===== config.mk =====
export PLATFORM = sky130hd
export DESIGN_NAME = stop_recovery_port_cfg_regs
export DESIGN_NICKNAME = d
export VERILOG_FILES = /design/src/logic/regs_pkg.sv /design/src/logic/reg_store.sv /design/src/logic/stop_recovery_port_cfg_regs.sv
export SDC_FILE = /design/constraint.sdc
export NUM_CORES = 1
export LEC_CHECK = 0
export ABC_AREA = 1
export BUFFER_PORTS_ARGS = -buffer_cell sky130_fd_sc_hd__buf_2
export CORE_MARGIN = 3
export CORE_UTILIZATION = 60
export CTS_CLUSTER_SIZE = 12
export DETAILED_ROUTE_END_ITERATION = 8
export GPL_TIMING_DRIVEN = 0
export PLACE_DENSITY = 0.86
export SETUP_SLACK_MARGIN = 0.15
export SYNTH_ARGS = -nofsm -noshare
export SYNTH_HDL_FRONTEND = slang
export SYNTH_HIERARCHICAL = 1
export SYNTH_SLANG_ARGS = --single-unit

===== constraint.sdc =====
create_clock -name clk -period 3.5 [get_ports clk]
set_input_delay 0.7 -clock clk [delete_from_list [all_inputs] [get_ports clk]]
set_output_delay 0.7 -clock clk [all_outputs]
set_load 0.03 [all_outputs]

===== src/logic/regs_pkg.sv =====
// Overview of operation
// - Port 0 config bit 2 selects push-pull
// - Recovery control write-only except readable bit 7
// - Recovery flag set on exit, cleared by power-on
// - Bit 6 sets recovery level polarity
// - Bit 5 selects post-recovery reset delay
// - Bits 4..2 select recovery source
// - Bit 0 divides system and timer clock
// - Recovery control sits at bank F 0bh
// - Stack pointer high FEh, low FFh, read/write
// - Port 3 mode at F7h, write-only
// - Port config at bank F 00h, write-only
package regs_pkg;
  // Word addresses, one consecutive index per register
  localparam logic [3:0] ADDR_PCFG   = 4'h0; // Bank F 00h
  localparam logic [3:0] ADDR_SRC    = 4'h1; // Bank F 0bh
  localparam logic [3:0] ADDR_PORT3  = 4'h2; // F7h
  localparam logic [3:0] ADDR_STK_HI = 4'h3; // FEh
  localparam logic [3:0] ADDR_STK_LO = 4'h4; // FFh
  localparam logic [3:0] ADDR_STAT   = 4'h5;
  localparam logic [3:0] ADDR_MASK   = 4'h6;
  localparam logic [3:0] ADDR_EVENT  = 4'h7;
  localparam logic [7:0] IDX_PCFG    = 8'h00;
  localparam logic [7:0] IDX_SRC     = 8'h0b;
  localparam logic [7:0] IDX_PORT3   = 8'hf7;
  localparam logic [7:0] IDX_STK_HI  = 8'hfe;
  localparam logic [7:0] IDX_STK_LO  = 8'hff;
  localparam int P0_MODE_BIT  = 2;
  localparam int FLAG_BIT     = 7;
  localparam int POL_BIT      = 6;
  localparam int DELAY_BIT    = 5;
  localparam int SRC_LSB      = 2;
  localparam int DIV_BIT      = 0;
  localparam logic [7:0] RST_BYTE = 8'h00;
  localparam logic [3:0] DIV_LAST = 4'hf; // Divide by 16
  localparam int NUM_REGS     = 8;

  typedef struct packed {
    logic       pol_high;
    logic       long_delay;
    logic [2:0] source;
    logic       div16;
  } recovery_cfg_t;

  typedef enum logic [1:0] {
    BUS_IDLE = 2'b01,
    BUS_DONE = 2'b10
  } bus_state_t;
endpackage


===== src/logic/reg_store.sv =====
`timescale 1ns/1ps
// Small register store, read data registered
module reg_store
  import regs_pkg::*;
(
  input  wire logic       clk,
  input  wire logic       nrst,
  input  wire logic       wr_en,
  input  wire logic [2:0] wr_idx,
  input  wire logic [7:0] wr_data,
  input  wire logic [2:0] rd_idx,
  output logic      [7:0] rd_data,
  output logic      [7:0] q_all [NUM_REGS]
);
  logic [7:0] mem      [NUM_REGS];
  logic [7:0] next_mem [NUM_REGS];
  logic [7:0] next_rd;

  // Next contents, hold until written
  always_comb
  begin
    next_mem = mem;
    if (wr_en)
    begin
      next_mem[wr_idx] = wr_data;
    end
    next_rd = next_mem[rd_idx];
  end

  // Register stage
  always_ff @(posedge clk)
  begin
    if (!nrst)
    begin
      for (int i = 0; i < NUM_REGS; i++)
      begin
        mem[i] <= RST_BYTE;
      end
      rd_data <= RST_BYTE;
    end
    else
    begin
      mem     <= next_mem;
      rd_data <= next_rd;
    end
  end

  assign q_all = mem;
endmodule


===== src/logic/stop_recovery_port_cfg_regs.sv =====
// Implementation choice: register access over Avalon-MM.
`timescale 1ns/1ps
// Register bank for recovery control, port config and stack pointer
module stop_recovery_port_cfg_regs
  import regs_pkg::*;
(
  input  wire logic        clk,
  input  wire logic        nrst,
  input  wire logic [3:0]  address,
  input  wire logic        read,
  input  wire logic        write,
  input  wire logic [31:0] writedata,
  output logic      [31:0] readdata,
  output logic             waitrequest,
  input  wire logic        recovery_exit,
  output logic             port0_push_pull,
  output logic      [7:0]  port3_mode,
  output logic             recovery_pol_high,
  output logic             recovery_long_delay,
  output logic      [2:0]  recovery_source,
  output logic             clk_div16,
  output logic             timer_clock_en,
  output logic      [15:0] stack_ptr,
  output logic             irq
);
  bus_state_t state;
  bus_state_t next_state;
  logic       flag;
  logic       next_flag;
  logic       stat;
  logic       next_stat;
  logic       mask;
  logic       next_mask;
  logic [3:0] div_cnt;
  logic [3:0] next_div_cnt;
  logic       next_timer_en;
  logic [31:0] next_readdata;
  logic       st_wr;
  logic [2:0] st_idx;
  logic [7:0] st_q [NUM_REGS];
  recovery_cfg_t cfg;

  // Store slot for a bus address; -1 style 7 means no slot
  function automatic logic [2:0] slot(input logic [3:0] a);
    unique case (a)
      ADDR_PCFG: slot = 3'h0;
      ADDR_SRC:    slot = 3'h1;
      ADDR_PORT3:  slot = 3'h2;
      ADDR_STK_HI: slot = 3'h3;
      ADDR_STK_LO: slot = 3'h4;
      default:   slot = 3'h7;
    endcase
  endfunction

  // Store writes land at the edge where waitrequest is low
  assign st_idx = slot(address);
  assign st_wr  = (state == BUS_DONE) && write && (st_idx != 3'h7);

  reg_store u_store (
    .clk     (clk),
    .nrst    (nrst),
    .wr_en   (st_wr),
    .wr_idx  (st_idx),
    .wr_data (writedata[7:0]),
    .rd_idx  (st_idx),
    .rd_data (),
    .q_all   (st_q)
  );

  // Decode of recovery control byte, held bits drive logic
  always_comb
  begin
    cfg.pol_high   = st_q[1][POL_BIT];
    cfg.long_delay = st_q[1][DELAY_BIT];
    cfg.source     = st_q[1][SRC_LSB +: 3];
    cfg.div16      = st_q[1][DIV_BIT];
  end

  // Bus handshake: read data loaded in the wait cycle, writes land at done
  always_comb
  begin
    next_state    = state;
    next_readdata = readdata;
    next_mask     = mask;
    unique case (state)
      BUS_IDLE:
      begin
        if (read || write)
        begin
          next_state = BUS_DONE;
        end
      end
      BUS_DONE:
      begin
        next_state = BUS_IDLE;
        if (write && address == ADDR_MASK)
        begin
          next_mask = writedata[0];
        end
      end
    endcase
    // Read data stand at the edge where waitrequest is low
    if (state == BUS_IDLE && read)
    begin
      unique case (address)
        ADDR_SRC:    next_readdata = {24'h0, flag, 7'h0};
        ADDR_STK_HI: next_readdata = {24'h0, st_q[3]};
        ADDR_STK_LO: next_readdata = {24'h0, st_q[4]};
        ADDR_STAT: next_readdata = {31'h0, stat};
        ADDR_MASK: next_readdata = {31'h0, mask};
        default:   next_readdata = 32'h0;
      endcase
    end
  end

  // Recovery flag, only reset clears it; sticky event status
  always_comb
  begin
    next_flag = flag | recovery_exit;
    next_stat = stat;
    if (state == BUS_DONE && write && address == ADDR_STAT
        && writedata[0])
    begin
      next_stat = 1'b0;
    end
    if (recovery_exit)
    begin
      next_stat = 1'b1; // Set wins over clear
    end
  end

  // Divide by 16 for timer clock enable
  always_comb
  begin
    next_div_cnt = div_cnt + 4'h1;
    next_timer_en = cfg.div16 ? (div_cnt == DIV_LAST) : 1'b1;
  end

  // Bus, flag, status, mask, divider and irq registers
  always_ff @(posedge clk)
  begin
    if (!nrst)
    begin
      state          <= BUS_IDLE;
      readdata       <= 32'h0;
      flag           <= 1'b0;
      stat           <= 1'b0;
      mask           <= 1'b0;
      div_cnt        <= 4'h0;
      timer_clock_en <= 1'b0;
      irq            <= 1'b0;
    end
    else
    begin
      state          <= next_state;
      readdata       <= next_readdata;
      flag           <= next_flag;
      stat           <= next_stat;
      mask           <= next_mask;
      div_cnt        <= next_div_cnt;
      timer_clock_en <= next_timer_en;
      irq            <= next_stat & next_mask;
    end
  end

  // Output registers following the store
  always_ff @(posedge clk)
  begin
    if (!nrst)
    begin
      port0_push_pull     <= 1'b0;
      port3_mode          <= RST_BYTE;
      recovery_pol_high   <= 1'b0;
      recovery_long_delay <= 1'b0;
      recovery_source     <= 3'h0;
      clk_div16           <= 1'b0;
      stack_ptr           <= 16'h0;
    end
    else
    begin
      port0_push_pull     <= st_q[0][P0_MODE_BIT];
      port3_mode          <= st_q[2];
      recovery_pol_high   <= cfg.pol_high;
      recovery_long_delay <= cfg.long_delay;
      recovery_source     <= cfg.source;
      clk_div16           <= cfg.div16;
      stack_ptr           <= {st_q[3], st_q[4]};
    end
  end

  assign waitrequest = (state == BUS_IDLE);

  // Checks
  a_flag_sticky: assert property (@(posedge clk) disable iff (!nrst)
    recovery_exit |=> flag)
    else $error("recovery flag not set");
  a_flag_hold: assert property (@(posedge clk) disable iff (!nrst)
    $past(flag) |-> flag)
    else $error("recovery flag cleared without reset");
  a_p0_mode: assert property (@(posedge clk) disable iff (!nrst)
    st_wr && st_idx == 3'h0 |=> ##1
    port0_push_pull == $past(writedata[P0_MODE_BIT], 2))
    else $error("port 0 mode wrong");
  a_src_read_flag: assert property (@(posedge clk) disable iff (!nrst)
    state == BUS_IDLE && read && address == ADDR_SRC |=>
    readdata == {24'h0, $past(flag), 7'h0})
    else $error("recovery control read wrong");
  a_port3_read_zero: assert property (@(posedge clk) disable iff (!nrst)
    state == BUS_IDLE && read && address == ADDR_PORT3 |=>
    readdata == 32'h0)
    else $error("port 3 mode readable");
  a_pcfg_read_zero: assert property (@(posedge clk) disable iff (!nrst)
    state == BUS_IDLE && read && address == ADDR_PCFG |=>
    readdata == 32'h0)
    else $error("port config readable");
  a_stk_lo_round: assert property (@(posedge clk) disable iff (!nrst)
    st_wr && st_idx == 3'h4 |=> ##1
    stack_ptr[7:0] == $past(writedata[7:0], 2))
    else $error("stack low wrong");
  a_src_fields: assert property (@(posedge clk) disable iff (!nrst)
    st_wr && st_idx == 3'h1 |=> ##1
    recovery_source == $past(writedata[4:2], 2)
    && recovery_pol_high == $past(writedata[6], 2)
    && recovery_long_delay == $past(writedata[5], 2))
    else $error("recovery fields wrong");
  a_div_pass: assert property (@(posedge clk) disable iff (!nrst)
    !cfg.div16 |=> timer_clock_en)
    else $error("undivided clock gated");
  a_hold_cfg: assert property (@(posedge clk) disable iff (!nrst)
    !st_wr ##1 !st_wr |=> $stable(clk_div16))
    else $error("config changed without write");
  a_delay_bit: assert property (@(posedge clk) disable iff (!nrst)
    ##1 recovery_long_delay == $past(cfg.long_delay))
    else $error("delay bit mismatch");
  a_pol_bit: assert property (@(posedge clk) disable iff (!nrst)
    ##1 recovery_pol_high == $past(cfg.pol_high))
    else $error("polarity bit mismatch");

  c_recovery: cover property (@(posedge clk) disable iff (!nrst)
    recovery_exit ##1 flag);
  c_irq: cover property (@(posedge clk) disable iff (!nrst) irq);
  c_sp_read: cover property (@(posedge clk) disable iff (!nrst)
    read && address == ADDR_STK_LO && !waitrequest);
  c_div: cover property (@(posedge clk) disable iff (!nrst)
    clk_div16 && timer_clock_en);
endmodule

==> results of run 1 <==
==> area by class of cell <==
| cell class | instances | area [um^2] |
|---|---|---|
| multi-input combinational | 260 | 1120 |
| buffer | 47 | 285 |
| sequential | 81 | 1620 |
| inverter | 61 | 230 |
| clock buffer | 13 | 159 |
| tap | 67 | 83.8 |
| fill | 383 | 1150 |
| clock inverter | 2 | 13.8 |
| timing repair buffer | 50 | 250 |
==> flip-flops by register name, summed over array words and instances (netlist names), 2 cells and up <==
name / cells
stack_ptr: 16
div_cnt: 4
readdata: 8
state: 2
port3_mode: 8
recovery_source: 3
u_store/q_all: 31
==> through the flow <==
step           hold WS (ns)  util, %
6_report              0.438     76.6
5_1_grt               0.461     76.6
4_1_cts               0.437     76.6
3_5_place_dp          0.426     73.1
3_3_place_gp          0.425     73.1
2_1_floorplan         0.414        -
==> worst paths after layout <==
kind / start / endpoint / slack (ns) / cells past startpoint
setup / recovery: address[1] / u_store/q_all[27] / 1.32 / 10
hold / removal: u_store/q_all[54] / recovery_pol_high / 0.44 / 2
setup reg to reg: state[0] / u_store/q_all[27] / 1.80 / 7
hold reg to reg: u_store/q_all[54] / recovery_pol_high / 0.44 / 2
==> layer usage <==
layer  wire [um]  part of all wire [%]  vias to the layer above  GRT usage, %
met1        2750                    39                     1268          27.1
met3         607                   8.6                       21          4.54
met5           0                     0                        -             0
met2        3480                    49                      133          43.4
met4         212                   3.0                        0          14.9
li1            -                     -                     1389             -
==> worst max-delay path: stages <==
cell,delay [ns]
buf_2,0.13
nor2_1,0.15
inv_1,0.10
a21oi_1,0.20
o21ai_0,0.24
inv_1,0.10
nand2_1,0.09
nor2_1,0.46
nand2_1,0.11
a21oi_1,0.16
==> power by group <==
group	internal (mW)	switching (mW)	total [mW]
sequential	0.929	0.00446	0.933
clock	0.293	0.305	0.598
combinational	0.0407	0.101	0.141
total	1.26	0.410	1.67
==> summary.md, run 1 <==
| Metric | Value |
|---|---|
| Row cnt | `25` |
| Initial Util | `approximately 65%` |
| Setup bufs post-CTS | `0` |
| Drc violations | `0` |
| Placed Area | `roughly 3600 um^2` |
| RSZ-0062 raised after global routing | `no` |
| Worst-path clk slew | `~0.080 ns` |
| CTS root buf | `clkbuf_8` |
| Largest net degree at the start of global routing | `13` |
| Clk buf depth | `2` |
| Nets | `about 550` |
| Post-DP HPWL | `5110 um` |
| I/O Pins | `about 110` |
| Final Skew | `between 0.009 and 0.01 ns` |
| Pwr/cell area | `445 nW/um^2` |
| Commonest non-fill, non-tap cell in the layout | `nand2_1` |
| Crit path time final | `between 2 and 2.5 ns` |
| Max Cap Violations | `0` |
| DR vias/cell | `4.84` |
| Commonest non-fill, non-tap cells in the layout | `136 x nand2_1, 81 x dfxtp_1, 58 x inv_1` |
| Critical path peak fanout | `8` |
| Final count of hold timing violations | `0` |
| Max-slew violations | `0` |
| Routed Antenna Nets | `0` |
| Synthesized area per cell | `7.44 um^2` |
| GP Congestion | `a little under 0.9` |
| Detailed Route WL | `roughly 7000 um` |
| Avg WL per Cell | `between 10 and 15 um` |
| VDD IR max | `between 0.2 and 0.3 mV` |
| Post-CTS sizing | `0` |
| Initial antenna violation count | `0` |
| Gate Count Post-Synth | `around 430` |
| Worst setup margin | `around 1.3 ns` |
| CTS tree | `built` |
| Total power | `approximately 1.7 mW` |
| Max-slew headroom | `63.3%` |
| Status | `completed` |
| Vias in the first global route | `about 2,700` |
| Tot GR Track Use | `24.5%` |
| Grt total ovfl | `0` |
| Cell Count, Final, Fillers Out | `a little under 600` |
| CTS H-tree lvls | `3` |
| CTS Sinks | `81` |
| ANT cells | `0` |
| Design area | `3760 um^2` |
| Die Wd | `78.7 um` |
| Worst EP required | `approximately 3.8 ns` |
| Full die area | `6190 um^2` |
| Share of post-route cells with drive strength above 1 | `a little over a fifth` |
| Worst-Margin Slew | `0.549 ns` |
| Worst setup SP type | `input pin` |
| Worst path arrival time | `2.45 ns` |
| Fin Setup TNS | `0 ns` |
| WS Path Type | `input pin to register` |
| Critical Path Sink Type | `register` |
| Core ar. | `4910 um^2` |
| Post-cts hold buffer count | `0` |
| Place WS | `1.11 ns` |
| Pre-antenna DRT Iters | `5` |
| Clock Latency Late Sink | `roughly 0.34 ns` |
| Die Y | `~79 um` |
| Routed via count | `2,811` |
| Setup-failing EPs final | `0` |
| Warnings, synthesis | `6` |
| Highest clock rate | `~0.46 GHz` |
| Fin crit share | `62.3%` |
| Placed cell count | `566` |
| Syn-to-layout area delta | `18.7%` |
| Mapped Area | `around 3200 um^2` |
| DRT iter0 DRCs | `154` |
| First-pass GRT wire length | `11,800 um` |
| Lkg Pwr | `2.01 nW` |
| I/O Buffers | `50` |
| Num CTS Buffers | `9` |
| Hold/Removal Path Class | `register to register` |
Power figures use the tool's default switching activity.
==> run 2: changes to the inputs <==
- ABC_AREA: 1 -> 0
- CORE_UTILIZATION: 60 -> 50
- PLACE_DENSITY: 0.86 -> 0.77
- clock period: 3.5 -> 1.96 ns (I/O delays scaled with it)
==> summary.md, run 2 <==
| Metric | Value |
|---|---|
| Setup-failing EPs final | `0 (unchanged)` |
| Largest net degree at the start of global routing | `16 (+3)` |
| Status | `completed` |
| Core ar. | `6130 um^2 (+25%)` |
| Clock Latency Late Sink | `0.36 ns (+0.02 ns)` |
| Fillers | `490 (+28%)` |
| Crit path capture | `u_store/q_all[58]` |
| Max incr delay on CP | `0.36 ns (-0.10 ns)` |
| Tot GR Track Use | `16.5% (-8.0 points)` |
| Cells along the critical path | `nand4bb_4, nor2_2, nor4b_4, buf_6, mux2i_1, and2b_2` |
| I/O Pins | `107 (unchanged)` |
| Worst EP required | `2.21 ns (-1.55 ns)` |
| Worst setup margin | `0.269 ns (-1.05 ns)` |
| Post-DP HPWL | `4430 um (-13%)` |
| Max Cap Violations | `0 (unchanged)` |
| R2R Setup Slk | `0.27 ns (-1.53 ns)` |
| Design area | `3930 um^2 (+4.4%)` |
| CTS Sinks | `81 (unchanged)` |
| Pre-antenna DRT Iters | `4 (-1)` |
| Slowest cell on crit path | `dfxtp_1` |
| R2r startpoint | `state[0]` |
| Detailed Route WL | `6010 um (-15%)` |
| Top Family by Delay on Critical Path | `simple AND/OR/NAND/NOR gates` |
| CTS root buf | `clkbuf_8` |
| Num CTS Buffers | `9 (unchanged)` |
| ANT cells | `0 (unchanged)` |
| Hold/Removal Path Class | `input pin to register` |
| Placed Area | `3720 um^2 (+3.5%)` |
| Routed via count | `2,151 (-23%)` |
| I/O Buffers | `51 (+2.0%)` |
| WS Path Type | `register to register` |
| Initial antenna violation count | `0 (unchanged)` |
| Worst-path clk slew | `0.08 ns (about the same)` |
| Cell Count, Final, Fillers Out | `460 (-21%)` |
| Worst setup SP type | `register` |
| Share of post-route cells with drive strength above 1 | `31.4% (+9.8 points)` |
| CTS tree | `built` |
| Clk buf depth | `2 (unchanged)` |
| DRT iter0 DRCs | `76 (-51%)` |
| Synthesized area per cell | `11.1 um^2 (+49%)` |
| Warnings, synthesis | `6 (unchanged)` |
| Final Skew | `0.00897 ns (-0.0000803 ns)` |
| Reg-to-reg endpoint | `u_store/q_all[58]` |
| Crit path from | `state[0]` |
| Nets | `422 (-24%)` |
| Critical Path Sink Type | `register` |
| Mapped Area | `3280 um^2 (+3.5%)` |
| Max reg flops | `31 (unchanged)` |
| Fin Setup TNS | `0 ns (unchanged)` |
| Fin crit share | `approximately 86%` |
| Place WS | `-0.0368 ns (-1.15 ns)` |
| First-pass GRT wire length | `9570 um (-19%)` |
| CTS H-tree lvls | `3 (unchanged)` |
| DR vias/cell | `4.68 (-3.4%)` |
| Lkg Pwr | `1.81 nW (-9.6%)` |
| Storage cell area | `1620 um^2 (unchanged)` |
| Gate Count Post-Synth | `295 (-31%)` |
| Commonest non-fill, non-tap cell in the layout | `dfxtp_1` |
| Highest clock rate | `just under 0.6 GHz` |
| Commonest non-fill, non-tap cells in the layout | `81 x dfxtp_1, 58 x buf_2, 35 x and2_1` |
| RSZ-0062 raised after global routing | `no` |
| Worst path depth | `6 (-4)` |
| Row cnt | `28 (+12%)` |
| GP Congestion | `0.736 (-16%)` |
| Pwr/cell area | `804 nW/um^2 (+81%)` |
| Final core occ | `64.1% (-13 points)` |
| Multi-input logic area | `1380 um^2 (+23%)` |
| Max-slew violations | `0 (unchanged)` |
| Grt total ovfl | `0 (unchanged)` |
| Drc violations | `0 (unchanged)` |
| Full die area | `7570 um^2 (+22%)` |
| Routed Antenna Nets | `0 (unchanged)` |
| FF-to-FF path depth | `6 (-1)` |
| Final count of hold timing violations | `0 (unchanged)` |
| CP Buf/Inv Count | `1 (-2)` |
| Vias in the first global route | `2,048 (-24%)` |
| Initial Util | `53.5% (-11 points)` |
| VDD IR max | `0.568 mV (+120%)` |
| Crit path time final | `~1.7 ns` |
| Worst path arrival time | `1.94 ns (-0.51 ns)` |
| Syn-to-layout area delta | `19.7%` |
| Die Y | `87 um (+11%)` |
| Die Wd | `87 um (+11%)` |
| Setup bufs post-CTS | `0 (unchanged)` |
| Placed cell count | `444 (-22%)` |
| Critical path peak fanout | `5 (-3)` |
| Avg WL per Cell | `13.1 um (+7.8%)` |
## run 2: per-layer routing
| layer | track usage, % | wire length, um |
|---|---|---|
| met5 | 0 | 0 |
| met4 | 8.92 | 91 |
| met3 | 2.93 | 315 |
| met2 | 26.6 | 2800 |
| met1 | 20.8 | 2800 |
## run 2: area by class of cell
type	count	area share [%]
plain buffers	52	9.24
clock buffers	9	3.15
clock inverters	7	1.94
inverters	3	0.287
multi-input cells	182	35.2
flip-flops and latches	81	41.3
well taps	75	2.39
repair buffers	51	6.50
## run 2: report_power, final
group | switching (mW) | internal (mW) | total, mW
registers | 0.0112 | 1.66 | 1.67
logic | 0.162 | 0.108 | 0.270
clock network | 0.620 | 0.596 | 1.22
total | 0.793 | 2.36 | 3.16
## run 2: worst min path at each step
stage                              from          to  slack [ns]  cells after the start
after CTS                 recovery_exit        flag        0.25                      2
after global placement       div_cnt[0]  div_cnt[0]        0.44                      1
after detailed placement     div_cnt[0]  div_cnt[0]        0.44                      1
final                     recovery_exit        flag        0.25                      2
after floorplan              div_cnt[0]  div_cnt[0]        0.42                      1
after global routing      recovery_exit        flag        0.27                      2
## run 2: through the flow
| step | hold WS, ns | power [mW] |
|---|---|---|
| detailed placement | 0.443 | 1.97 |
| finish | 0.253 | 3.16 |
| global route | 0.272 | 3.26 |
| floorplan | 0.420 | 1.92 |
| CTS | 0.246 | 3.17 |
| global placement | 0.442 | 1.97 |
## run 2: timing repair
item | CTS | global route
gates resized for setup | 0 | 2
setup endpoints to repair | 0 | 1
hold buffers | 0 | 0
==> run 3: changes to the inputs <==
- ABC_AREA: 0 -> 1
- CAP_MARGIN: default -> 20
- SKIP_LAST_GASP: default -> 1
==> summary.md, run 3 (synthesized netlist as in run 1, its figures left out) <==
| Metric | Value |
|---|---|
| Worst path arrival time | `1.93 ns (about the same)` |
| Tot GR Track Use | `18.8% (+2.3 points)` |
| Max Cap Violations | `0 (unchanged)` |
| Routed Antenna Nets | `0 (unchanged)` |
| Routing usage on met1 | `21.7% (+0.85 points)` |
| Nets | `552 (+31%)` |
| Crit path time final | `1.66 ns (-0.0331 ns)` |
| Avg WL per Cell | `11.2 um (-14%)` |
| Row cnt | `28 (unchanged)` |
| CTS tree | `built` |
| DR vias/cell | `4.52 (-3.4%)` |
| I/O Pins | `107 (unchanged)` |
| Commonest non-fill, non-tap cells in the layout | `136 x nand2_1, 81 x dfxtp_1, 58 x inv_1` |
| WS Path Type | `input pin to register` |
| Max-slew headroom | `66.2%` |
| Num CTS Buffers | `9 (unchanged)` |
| GP Congestion | `0.812 (+10%)` |
| CTS Sinks | `81 (unchanged)` |
| Worst hold margin | `0.282 ns (+0.0292 ns)` |
| Routed via count | `2,655 (+23%)` |
| Hold/Removal Path Class | `input pin to register` |
| First-pass GRT wire length | `10,800 um (+13%)` |
| Place WS | `-0.129 ns (-0.0920 ns)` |
| Lkg Pwr | `1.99 nW (+10%)` |
| Full die area | `7330 um^2 (-3.1%)` |
| Critical path peak fanout | `7 (+2)` |
| Syn-to-layout area delta | `18.6%` |
| Max-slew violations | `0 (unchanged)` |
| Worst setup margin | `0.302 ns (+0.0331 ns)` |
| Largest net degree at the start of global routing | `13 (-3)` |
| Initial antenna violation count | `0 (unchanged)` |
| Drc violations | `0 (unchanged)` |
| Worst-Margin Slew | `0.508 ns` |
| Max reg flops | `31 (unchanged)` |
| Clk buf depth | `2 (unchanged)` |
| Highest clock rate | `0.603 GHz (+2.0%)` |
| Core ar. | `6030 um^2 (-1.7%)` |
| Switching part of the total power | `25.3% (+0.15 points)` |
| Commonest non-fill, non-tap cell in the layout | `nand2_1` |
| I/O Buffers | `50 (-2.0%)` |
| GR Layer Usage met2 | `32.6% (+6.1 points)` |
| Clock power frac | `34.1% (-4.4 points)` |
| Worst setup SP type | `input pin` |
| Initial Util | `52.6% (-0.89 points)` |
| Vias in the first global route | `2,495 (+22%)` |
| VDD IR max | `0.418 mV (-26%)` |
| RSZ-0062 raised after global routing | `no` |
| Setup-failing EPs final | `0 (unchanged)` |
| DRT iter0 DRCs | `111 (+46%)` |
| CTS root buf | `clkbuf_8` |
| Critical Path Sink Type | `register` |
| Die Wd | `85.6 um (-1.6%)` |
| Combinational power share | `8.5% (about the same)` |
| Post-DP HPWL | `4980 um (+12%)` |
| Status | `completed` |
| Pwr/cell area | `773 nW/um^2 (-3.8%)` |
| Final Skew | `0.00840 ns (-0.000573 ns)` |
| GR Util met3 | `5.57% (+2.6 points)` |
| CTS H-tree lvls | `3 (unchanged)` |
| Die Y | `85.6 um (-1.6%)` |
| Share of post-route cells with drive strength above 1 | `22.2% (-9.2 points)` |
| Grt total ovfl | `0 (unchanged)` |
| Final count of hold timing violations | `0 (unchanged)` |
| Worst-path clk slew | `0.07 ns (about the same)` |
| Pre-antenna DRT Iters | `4 (unchanged)` |
| ANT cells | `0 (unchanged)` |
| Clock Latency Late Sink | `0.34 ns (-0.02 ns)` |
| Detailed Route WL | `6610 um (+9.9%)` |
| Worst EP required | `2.24 ns (+0.03 ns)` |
| Most used routing layer | `met2` |
| Fin crit share | `84.6% (-1.7 points)` |
| Switch Pwr | `735 uW (-7.4%)` |
| Cell Int Power | `2.17 mW (-8.1%)` |
| Setup bufs post-CTS | `0 (unchanged)` |
| Sequential Power Share | `57.4% (+4.5 points)` |
## run 3: cell types whose count changed in the layout (fill, tap and decap cells not counted), moves of 18 or more
cell,delta
a21oi_1,+38
and2_1,-35
inv_1,+55
mux2i_1,-32
nand2_1,+133
nor2_1,+18
nor2b_1,-31
## run 3: stage by stage
step	cells	cell area, um^2	setup TNS, ns	utilization, %	power (mW)
after global routing	588	3760	0	62.4	3.02
final	588	3760	0	62.4	2.91
after global placement	574	3600	0	59.8	1.94
after floorplan	449	3260	0	-	1.90
after CTS	588	3750	0	62.3	2.93
after detailed placement	574	3600	-1.95	59.8	1.95
## run 3: worst max-delay path, stage by stage
cell	delay, ns
buf_2	0.13
nor2_1	0.14
inv_1	0.11
a21oi_2	0.16
inv_1	0.08
nor2_2	0.13
nand2_1	0.09
nor2_1	0.41
nand2_1	0.14
a21oi_1	0.15
## run 3: final timing paths
kind	slack, ns	depth (start not counted)	to	start
worst min register to register	0.44	2	port3_mode[2]	u_store/q_all[42]
worst max-delay path	0.30	10	u_store/q_all[37]	address[1]
worst max register to register	0.36	7	u_store/q_all[37]	state[0]
worst min-delay path	0.28	3	flag	recovery_exit
## run 3: area by class of cell
type                    instances  area (um^2)
flip-flops and latches         81         1620
well taps                      75         93.8
inverters                      61          230
repair buffers                 50          250
multi-input cells             260         1130
clock buffers                  10          128
clock inverters                 4         22.5
plain buffers                  47          285
fillers                       550         2270
## run 3: power by group through the flow
stage                     combinational (mW)  clock [mW]  sequential [mW]
after floorplan                        0.195           0             1.71
after CTS                              0.242        1.02             1.67
after detailed placement               0.242           0             1.71
after global routing                   0.269        1.08             1.67
final                                  0.247       0.992             1.67
after global placement                 0.239           0             1.70
## run 3: repair_timing
action	4_1_cts	5_1_grt
gates resized for setup	0	5
endpoints found under the setup margin	0	24
hold buffers	0	0
## run 3: per-layer routing
layer  wire [um]  share of wire (%)
met4          96                1.5
met1        2940                 45
met3         424                6.4
met2        3140                 48
met5           0                  0
